File: src/pin_cfg_pkg.sv
// constants, types and the register map of the pin pull/polarity bank
// assumes a single 20 MHz clock and an smbus fed by synchronous pins
package pin_cfg_pkg;

    // ****************
    // register offsets (smbus command codes)
    // ****************
    localparam logic [7:0] ENABLE0_PULL_SELECT_OFS   = 8'h0E;
    localparam logic [7:0] ENABLE1_PULL_SELECT_OFS   = 8'h0F;
    localparam logic [7:0] POWERGOOD_PULL_SELECT_OFS = 8'h10;
    localparam logic [7:0] ENABLE_POLARITY_OFS       = 8'h12;
    localparam logic [7:0] POWERGOOD_POLARITY_OFS    = 8'h13;

    // ****************
    // field positions
    // ****************
    localparam int ENABLE0_PULL_LSB    = 6;  // two-bit termination code
    localparam int ENABLE1_PULL_LSB    = 2;
    localparam int POWERGOOD_PULL_LSB  = 0;
    localparam int ENABLE1_LEVEL_BIT   = 5;
    localparam int ENABLE0_LEVEL_BIT   = 3;
    localparam int POWERGOOD_LEVEL_BIT = 0;

    // ****************
    // reset values (reserved bits keep their listed default)
    // ****************
    localparam logic [7:0] ENABLE0_PULL_RESET   = 8'h40;
    localparam logic [7:0] ENABLE1_PULL_RESET   = 8'h55;
    localparam logic [7:0] POWERGOOD_PULL_RESET = 8'h26;
    localparam logic [7:0] ENABLE_POL_RESET     = 8'h00;
    localparam logic [7:0] POWERGOOD_POL_RESET  = 8'h00;

    // ****************
    // host-writable masks, everything else is fixed
    // ****************
    localparam logic [7:0] ENABLE0_PULL_WMASK   = 8'hC0;
    localparam logic [7:0] ENABLE1_PULL_WMASK   = 8'h0C;
    localparam logic [7:0] POWERGOOD_PULL_WMASK = 8'h03;
    localparam logic [7:0] ENABLE_POL_WMASK     = 8'h28;
    localparam logic [7:0] POWERGOOD_POL_WMASK  = 8'h01;

    // ****************
    // misc constants and types
    // ****************
    localparam logic [7:0] UNMAPPED_READ   = 8'h00;  // answer off the map
    localparam logic [3:0] BITS_PER_BYTE   = 4'h8;
    localparam logic [6:0] SLAVE_ADDR_DEF  = 7'h2A;  // plain default

    // termination code: 00 none, 01 pull-down, 10 pull-up, 11 both
    typedef logic [1:0] term_t;

    typedef struct packed {
        logic [7:0] enable0_pull_select;
        logic [7:0] enable1_pull_select;
        logic [7:0] powergood_pull_select;
        logic [7:0] enable_polarity;
        logic [7:0] powergood_polarity;
    } cfg_regs_s;

    typedef struct packed {
        term_t enable_first_termination;
        term_t enable_second_termination;
        term_t powergood_termination;
    } pad_ctrl_s;

    typedef enum logic [3:0] {
        PH_IDLE,
        PH_ADDR,
        PH_ADDR_ACK,
        PH_CMD,
        PH_CMD_ACK,
        PH_WR,
        PH_WR_ACK,
        PH_RD,
        PH_RD_ACK,
        PH_RD_NEXT
    } smb_phase_e;

endpackage : pin_cfg_pkg

File: src/pin_pull_and_polarity_config.sv
// smbus-reached bank of pull and polarity settings for three control pins
// assumes the host keeps to smbus bit timing, slow against mclk
`timescale 1ns/1ps
module pin_pull_and_polarity_config
    import pin_cfg_pkg::*;
#(
    parameter logic [6:0] SLAVE_ADDR = pin_cfg_pkg::SLAVE_ADDR_DEF
)
(
    // clock and reset
    input  wire logic                   mclk,
    input  wire logic                   srst,
    // smbus pins, open drain data
    input  wire logic                   scl_in,
    input  wire logic                   sda_in,
    output logic                        sda_out,
    output logic                        sda_oe_n,
    // control pins watched by the bank
    input  wire logic                   output_enable_first,
    input  wire logic                   output_enable_second,
    input  wire logic                   powergood_powerdown_input,
    // pad termination controls
    output pin_cfg_pkg::pad_ctrl_s      pad_ctrl,
    // qualified results for the output and power logic
    output logic                        first_output_enabled,
    output logic                        second_output_enabled,
    output logic                        powerdown_request
);
    import pin_cfg_pkg::*;

    // ****************
    // state
    // ****************
    typedef struct packed {
        smb_phase_e phase;     // transfer phase
        logic [3:0] bitcnt;    // bits moved in this byte
        logic [7:0] shreg;     // shift register
        logic       rd_mode;   // current transfer reads
        logic [7:0] ptr;       // register pointer, auto-increments
        cfg_regs_s  regs;      // the register bank
        logic       oe_n;      // sda release when high
        pad_ctrl_s  pads;      // registered pad controls
        logic       en1;       // first output enabled
        logic       en2;       // second output enabled
        logic       pdn;       // power down asked
    } top_state_s;

    top_state_s cur_ff;
    top_state_s nxt_ff;

    logic scl_rise;            // one-cycle events from the line watcher
    logic scl_fall;
    logic bus_start;
    logic bus_stop;
    logic [7:0] rd_byte;       // byte at the pointer

    // ****************
    // line events
    // ****************
    smb_line_events u_events
    (
        .mclk      (mclk),
        .srst      (srst),
        .scl_in    (scl_in),
        .sda_in    (sda_in),
        .scl_rise  (scl_rise),
        .scl_fall  (scl_fall),
        .bus_start (bus_start),
        .bus_stop  (bus_stop)
    );

    // ****************
    // register access functions
    // ****************
    // read one byte; fixed bits come back from the stored defaults
    function automatic logic [7:0] read_reg(input logic [7:0] a, input cfg_regs_s r);
        logic [7:0] v;
        v = UNMAPPED_READ;
        case (a)
            ENABLE0_PULL_SELECT_OFS:   v = r.enable0_pull_select;
            ENABLE1_PULL_SELECT_OFS:   v = r.enable1_pull_select;
            POWERGOOD_PULL_SELECT_OFS: v = r.powergood_pull_select;
            ENABLE_POLARITY_OFS:       v = r.enable_polarity;
            POWERGOOD_POLARITY_OFS:    v = r.powergood_polarity;
            default:                   v = UNMAPPED_READ;
        endcase
        return v;
    endfunction : read_reg

    // merge writable bits only, reserved bits keep their value
    function automatic logic [7:0] merge(input logic [7:0] old_v, input logic [7:0] wr_v,
                                         input logic [7:0] mask);
        return (old_v & ~mask) | (wr_v & mask);
    endfunction : merge

    assign rd_byte = read_reg(cur_ff.ptr, cur_ff.regs);

    // ****************
    // next state
    // ****************
    always_comb
    begin
        nxt_ff = cur_ff;
        if (bus_start)
        begin
            // start or repeated start: always listen for an address
            nxt_ff.phase  = PH_ADDR;
            nxt_ff.bitcnt = '0;
            nxt_ff.oe_n   = 1'b1;
        end
        else if (bus_stop)
        begin
            nxt_ff.phase = PH_IDLE;
            nxt_ff.oe_n  = 1'b1;
        end
        else if (scl_rise)
        begin
            case (cur_ff.phase)
                PH_ADDR, PH_CMD, PH_WR:
                begin
                    // sample on rising clock
                    nxt_ff.shreg  = {cur_ff.shreg[6:0], sda_in};
                    nxt_ff.bitcnt = cur_ff.bitcnt + 4'h1;
                end
                PH_RD_ACK:
                begin
                    // master ack low asks for another byte
                    nxt_ff.phase = sda_in ? PH_IDLE : PH_RD_NEXT;
                end
                default:
                begin
                    nxt_ff.phase = cur_ff.phase;
                end
            endcase
        end
        else if (scl_fall)
        begin
            case (cur_ff.phase)
                PH_ADDR:
                begin
                    if (cur_ff.bitcnt == BITS_PER_BYTE)
                    begin
                        if (cur_ff.shreg[7:1] == SLAVE_ADDR)
                        begin
                            nxt_ff.rd_mode = cur_ff.shreg[0];
                            nxt_ff.oe_n    = 1'b0;   // ack
                            nxt_ff.phase   = PH_ADDR_ACK;
                        end
                        else
                        begin
                            // not ours: stay off the bus until next start
                            nxt_ff.phase = PH_IDLE;
                        end
                    end
                end
                PH_CMD:
                begin
                    if (cur_ff.bitcnt == BITS_PER_BYTE)
                    begin
                        nxt_ff.ptr   = cur_ff.shreg;
                        nxt_ff.oe_n  = 1'b0;
                        nxt_ff.phase = PH_CMD_ACK;
                    end
                end
                PH_WR:
                begin
                    if (cur_ff.bitcnt == BITS_PER_BYTE)
                    begin
                        // unmapped writes are acked and dropped
                        case (cur_ff.ptr)
                            ENABLE0_PULL_SELECT_OFS:
                                nxt_ff.regs.enable0_pull_select = merge(
                                    cur_ff.regs.enable0_pull_select, cur_ff.shreg,
                                    ENABLE0_PULL_WMASK);
                            ENABLE1_PULL_SELECT_OFS:
                                nxt_ff.regs.enable1_pull_select = merge(
                                    cur_ff.regs.enable1_pull_select, cur_ff.shreg,
                                    ENABLE1_PULL_WMASK);
                            POWERGOOD_PULL_SELECT_OFS:
                                nxt_ff.regs.powergood_pull_select = merge(
                                    cur_ff.regs.powergood_pull_select, cur_ff.shreg,
                                    POWERGOOD_PULL_WMASK);
                            ENABLE_POLARITY_OFS:
                                nxt_ff.regs.enable_polarity = merge(
                                    cur_ff.regs.enable_polarity, cur_ff.shreg,
                                    ENABLE_POL_WMASK);
                            POWERGOOD_POLARITY_OFS:
                                nxt_ff.regs.powergood_polarity = merge(
                                    cur_ff.regs.powergood_polarity, cur_ff.shreg,
                                    POWERGOOD_POL_WMASK);
                            default:
                                nxt_ff.regs = cur_ff.regs;
                        endcase
                        nxt_ff.ptr   = cur_ff.ptr + 8'h01;
                        nxt_ff.oe_n  = 1'b0;
                        nxt_ff.phase = PH_WR_ACK;
                    end
                end
                PH_CMD_ACK, PH_WR_ACK:
                begin
                    nxt_ff.oe_n   = 1'b1;
                    nxt_ff.bitcnt = '0;
                    nxt_ff.phase  = PH_WR;
                end
                PH_ADDR_ACK, PH_RD_NEXT:
                begin
                    if ((cur_ff.phase == PH_RD_NEXT) || cur_ff.rd_mode)
                    begin
                        // load byte at pointer, drive its msb
                        nxt_ff.shreg  = rd_byte;
                        nxt_ff.oe_n   = rd_byte[7];
                        nxt_ff.bitcnt = 4'h1;
                        nxt_ff.ptr    = cur_ff.ptr + 8'h01;
                        nxt_ff.phase  = PH_RD;
                    end
                    else
                    begin
                        nxt_ff.oe_n   = 1'b1;
                        nxt_ff.bitcnt = '0;
                        nxt_ff.phase  = PH_CMD;
                    end
                end
                PH_RD:
                begin
                    if (cur_ff.bitcnt == BITS_PER_BYTE)
                    begin
                        // let the master answer
                        nxt_ff.oe_n  = 1'b1;
                        nxt_ff.phase = PH_RD_ACK;
                    end
                    else
                    begin
                        nxt_ff.oe_n   = cur_ff.shreg[3'h7 - cur_ff.bitcnt[2:0]];
                        nxt_ff.bitcnt = cur_ff.bitcnt + 4'h1;
                    end
                end
                default:
                begin
                    nxt_ff.phase = cur_ff.phase;
                end
            endcase
        end

        // pad controls come straight from the fields
        nxt_ff.pads.enable_first_termination =
            cur_ff.regs.enable0_pull_select[ENABLE0_PULL_LSB +: 2];
        nxt_ff.pads.enable_second_termination =
            cur_ff.regs.enable1_pull_select[ENABLE1_PULL_LSB +: 2];
        nxt_ff.pads.powergood_termination =
            cur_ff.regs.powergood_pull_select[POWERGOOD_PULL_LSB +: 2];

        // enabled when pin level equals the chosen active level
        nxt_ff.en1 = (output_enable_first ==
                      cur_ff.regs.enable_polarity[ENABLE0_LEVEL_BIT]);
        nxt_ff.en2 = (output_enable_second ==
                      cur_ff.regs.enable_polarity[ENABLE1_LEVEL_BIT]);
        // power down when pin level equals the chosen polarity
        nxt_ff.pdn = (powergood_powerdown_input ==
                      cur_ff.regs.powergood_polarity[POWERGOOD_LEVEL_BIT]);
    end

    // ****************
    // state register
    // ****************
    // pin results lag by one extra cycle; trades latency for clean flops
    always_ff @(posedge mclk)
    begin
        if (srst)
        begin
            cur_ff.phase                      <= PH_IDLE;
            cur_ff.bitcnt                     <= '0;
            cur_ff.shreg                      <= '0;
            cur_ff.rd_mode                    <= 1'b0;
            cur_ff.ptr                        <= '0;
            cur_ff.regs.enable0_pull_select   <= ENABLE0_PULL_RESET;
            cur_ff.regs.enable1_pull_select   <= ENABLE1_PULL_RESET;
            cur_ff.regs.powergood_pull_select <= POWERGOOD_PULL_RESET;
            cur_ff.regs.enable_polarity       <= ENABLE_POL_RESET;
            cur_ff.regs.powergood_polarity    <= POWERGOOD_POL_RESET;
            cur_ff.oe_n                       <= 1'b1;
            cur_ff.pads                       <= '0;
            cur_ff.en1                        <= 1'b0;
            cur_ff.en2                        <= 1'b0;
            cur_ff.pdn                        <= 1'b0;
        end
        else
        begin
            cur_ff <= nxt_ff;
        end
    end

    // ****************
    // outputs
    // ****************
    assign sda_out               = 1'b0;   // open drain: only ever pulls low
    assign sda_oe_n              = cur_ff.oe_n;
    assign pad_ctrl              = cur_ff.pads;
    assign first_output_enabled  = cur_ff.en1;
    assign second_output_enabled = cur_ff.en2;
    assign powerdown_request     = cur_ff.pdn;

endmodule : pin_pull_and_polarity_config

File: src/smb_line_events.sv
// edge and start/stop detection on the smbus clock and data pins
// assumes scl and sda already synchronous to mclk
`timescale 1ns/1ps
module smb_line_events
(
    // clock and reset
    input  wire logic mclk,
    input  wire logic srst,
    // bus pins
    input  wire logic scl_in,
    input  wire logic sda_in,
    // one-cycle events
    output logic      scl_rise,
    output logic      scl_fall,
    output logic      bus_start,
    output logic      bus_stop
);

    // ****************
    // state
    // ****************
    typedef struct packed {
        logic scl_d;   // previous clock level
        logic sda_d;   // previous data level
    } ev_state_s;

    ev_state_s cur_ff;
    ev_state_s nxt_ff;

    // previous levels follow the pins
    always_comb
    begin
        nxt_ff.scl_d = scl_in;
        nxt_ff.sda_d = sda_in;
    end

    // bus idles high, so reset to high avoids a false scl rise
    always_ff @(posedge mclk)
    begin
        if (srst)
        begin
            cur_ff <= '1;
        end
        else
        begin
            cur_ff <= nxt_ff;
        end
    end

    // data moving while clock is high marks start or stop
    assign scl_rise  = scl_in & ~cur_ff.scl_d;
    assign scl_fall  = ~scl_in & cur_ff.scl_d;
    assign bus_start = scl_in & cur_ff.scl_d & cur_ff.sda_d & ~sda_in;
    assign bus_stop  = scl_in & cur_ff.scl_d & ~cur_ff.sda_d & sda_in;

endmodule : smb_line_events

File: config.mk
export PLATFORM = sky130hd
export DESIGN_NAME = pin_pull_and_polarity_config
export DESIGN_NICKNAME = d
export VERILOG_FILES = /design/src/pin_cfg_pkg.sv /design/src/pin_pull_and_polarity_config.sv /design/src/smb_line_events.sv
export SDC_FILE = /design/constraint.sdc
export NUM_CORES = 1
export LEC_CHECK = 0
export BUFFER_PORTS_ARGS = -buffer_cell sky130_fd_sc_hd__buf_2
export CORE_ASPECT_RATIO = 1.4
export CORE_MARGIN = 10
export CORE_UTILIZATION = 55
export DETAILED_ROUTE_END_ITERATION = 10
export GPL_ROUTABILITY_DRIVEN = 0
export PLACE_DENSITY = 0.84
export SETUP_SLACK_MARGIN = 0.4
export SLEW_MARGIN = 20
export SYNTH_ARGS = -nofsm -noshare
export SYNTH_HDL_FRONTEND = slang
export SYNTH_HIERARCHICAL = 1
export SYNTH_SLANG_ARGS = --single-unit
File: constraint.sdc
create_clock -name mclk -period 2.7 [get_ports mclk]
set_input_delay 0.54 -clock mclk [delete_from_list [all_inputs] [get_ports mclk]]
set_output_delay 0.54 -clock mclk [all_outputs]
set_load 0.01 [all_outputs]
==> flow_metrics.py <==
metrics = {
    "die": {
        "core_sq_um": 4840,
        "die_h_um": 103,
        "pin_count": 18,
        "initial_core_util_pct": 56.5,
        "dieArea_sq_um": 8230,
        "row_count": 30,
        "fp.dieW_um": 79.6,
    },
    "logic_synthesis": {
        "yosysWarnings": 6,
        "synth_fa_ha_area_share_pct": 2.29,
        "synth-async-reset-ratio_pct": 0,
        "post_synth.cell_area_avg_sq_um": 8.36,
        "ys.flop_type": "dfxtp_1",
        "yosysMostFrequentCell": "dfxtp_1",
        "mappedNetlistArea_sq_um": 2730,
        "synth_edf_count": 0,
        "syn_inst": 327,
        "ys_top_cells_by_area": "dfxtp_1 34%, nor2_1 5.4%, a211oi_1 3.6%",
        "synth-compound-area-share_pct": 22.7,
        "synth_top_area_share_pct": 33.7,
        "yosys-top-cells-count": "46 x dfxtp_1, 39 x nor2_1, 15 x a21oi_1",
        "yosysTopAreaCell": "dfxtp_1",
        "synth_top_family_by_area": "simple AND/OR/NAND/NOR gates",
        "synth_nets": 339,
        "synth_xor_area_share_pct": 1.60,
        "netlist-cell-type-count": 68,
        "synth_seq_cells": 46,
        "ys_seq_area_share_pct": 33.7,
        "synthMuxAreaShare_pct": 4.94,
        "synth_simple_gate_area_share_pct": 27.3,
    },
    "timing": {
        "max-slew-margin-rel_pct": 62.8,
        "max_freq_mhz": 458,
        "setup-violations-final": 0,
        "hold_viol": 0,
        "layout_setup_ws_ns": 0.519,
        "worst_pin_slew_ns": 0.557,
        "clock_skew_ns": 0.00525,
        "rsz0062_at_grt": "false",
        "setup_tns_ns": 0,
        "final.period_utilization_pct": 80.8,
        "post-route-min-period_ns": 2.18,
        "slew_violations": 0,
    },
    "clocking": {
        "cts_buffers": 5,
        "cts.sinks": 46,
        "cts_tree": "done",
        "clock_path_buffers": 2,
        "path_clk_slew_ns": 0.09,
        "cts.hold.buffers_added": 0,
        "root_buffer": "clkbuf_8",
        "clkLatencyLatePin_ns": 0.31,
        "htree_levels": 2,
    },
    "flow_run": {
        "maxCapViolCount": 0,
    },
    "power_and_ir_drop": {
        "internal_power_uw": 914,
        "pwr-share-clk_pct": 34.3,
        "p_seq_share_pct": 56.5,
        "p_sw_uw": 335,
        "finalPower_mw": 1.25,
        "power_density_nw_per_um2": 431,
        "pwr-share-comb_pct": 9.2,
        "switching_share_pct": 26.8,
        "vdd_drop_max_v": 0.000446,
        "power_leakage_nw": 1.04,
    },
    "grt": {
        "grt_pass1_vias": 2413,
        "grt-ovfl-total": 0,
        "grt_usage_pct": 16.4,
        "grt_pass1_wl_um": 11000,
        "grt_max_degree": 38,
        "antenna_found_initial": 0,
    },
    "drt": {
        "routed_via_density": 6.24,
        "wire_per_inst_um": 16.6,
        "drt_wl_total_um": 6560,
        "drtIter0Drc": 192,
        "firstDrtPassIters": 4,
        "antenna_left": 0,
        "drc": 0,
        "vias": 2463,
    },
    "setup_path": {
        "worst_path_max_delay_cell": "a211oi_1",
        "crit_type": "primary input to flop",
        "startpoint_type": "primary input",
        "arrival_ns": 2.39,
        "cp_data_required_time_ns": 2.91,
        "crit_top_cell": "nor2b_1",
        "cp_max_fo": 16,
        "slowest_delay_ns": 0.47,
        "crit_path_end_kind": "flop",
        "crit_chain": "buf_2 > nor2b_1 > buf_4 > nor2b_1 > o21ai_0 > a211oi_1 > o221a_2 > o21bai_1",
    },
    "placed_design": {
        "io_buffers": 16,
        "dp_hpwl_um": 4690,
        "pre_cts_ws_ns": 0.240,
        "place_area_sq_um": 2800,
    },
    "final_layout": {
        "fin_util_pct": 59.9,
        "multi_input_area_sq_um": 1630,
        "syn2layout_area_growth_pct": 6.04,
        "final_area_sq_um": 2900,
        "drive_gt1_share_pct": 15.7,
        "num-nets-final": 342,
        "n_antenna_cell": 0,
        "fillers": 433,
        "seqCellArea_sq_um": 922,
    },
    "worst_hold_path": {
        "hold_path.class": "primary input to flop",
    },
    "run_status": {
        "outcome": "finished clean",
    },
}
[layout make-up]
cell class | count | area share, %
multi-input combinational | 241 | 56.1
clock buffer | 5 | 2.37
inverter | 13 | 1.68
tap | 64 | 2.76
clock inverter | 3 | 0.734
sequential | 46 | 31.8
timing repair buffer | 23 | 4.57
[power groups by stage]
stage | logic [mW] | registers, mW | clock network [mW]
floorplan | 0.0890 | 0.714 | 0
global placement | 0.108 | 0.721 | 0
detailed placement | 0.111 | 0.721 | 0
CTS | 0.111 | 0.705 | 0.436
global route | 0.126 | 0.708 | 0.461
finish | 0.115 | 0.706 | 0.429
[metal layers]
| layer | GRT usage [%] | up-vias | wire length (um) |
|---|---|---|---|
| met2 | 29.6 | 83 | 3460 |
| met1 | 16.9 | 1168 | 2530 |
| met3 | 3.63 | 19 | 372 |
| met5 | 0 | - | 0 |
| met4 | 9.41 | 0 | 204 |
| li1 | - | 1193 | - |
[worst max-delay path: cells and delay by family]
kind	cells	cell delay (ns)
AOI/OAI and AO/OA	4	1.06
buffers and inverters	2	0.33
and+or+nand+nor	2	0.46
[layout by cell type (no fill, tap or decap), types with 9 or more instances in the layout]
cell      instances
o21ai_0          14
nor2_1           39
mux2i_1           9
buf_2            16
nor2b_1          12
inv_1            13
a21oi_1          15
nand2_1          13
nand3_1          11
a211oi_1         13
nor3_1           11
dfxtp_1          45
[through the flow]
stage	hold WS (ns)	instances
2_1_floorplan	0.450	327
3_3_place_gp	0.479	387
3_5_place_dp	0.479	387
4_1_cts	0.442	395
5_1_grt	0.451	395
6_report	0.452	395
[cell families (layout without fill, tap and decap cells)]
family,Yosys count,after routing
compound gates,88,88
xor+xnor,5,5
fa+ha+maj,5,5
buf+inv,40,44
flops,46,46
mux,12,12
other cells,1,1
simple gates,130,130
[sequential cells by signal, indices dropped and copies added (netlist names)]
name                   cells
sda_oe_n                   1
second_output_enabled      1
cur_ff                    34
first_output_enabled       1
powerdown_request          1
pad_ctrl                   6
u_events/cur_ff            2
[path summary, 6_finish.rpt]
path	from	to	slack, ns	cells after the start
max	scl_in	sda_oe_n$_SDFFE_PP1P_	0.52	8
min reg2reg	cur_ff[36]$_SDFFE_PP1P_	pad_ctrl[2]$_SDFF_PP0_	0.49	1
min	srst	cur_ff[71]$_SDFFE_PP0P_	0.45	2
max reg2reg	u_events/cur_ff[1]$_SDFF_PP1_	cur_ff[48]$_SDFFE_PP1P_	0.54	6
[repair_timing]
action,CTS,global route
setup endpoints to repair,0,4
resized for setup,0,3
setup buffers,0,0
hold endpoints to repair,0,0
Note: power is estimated with default switching activity, not from simulation.
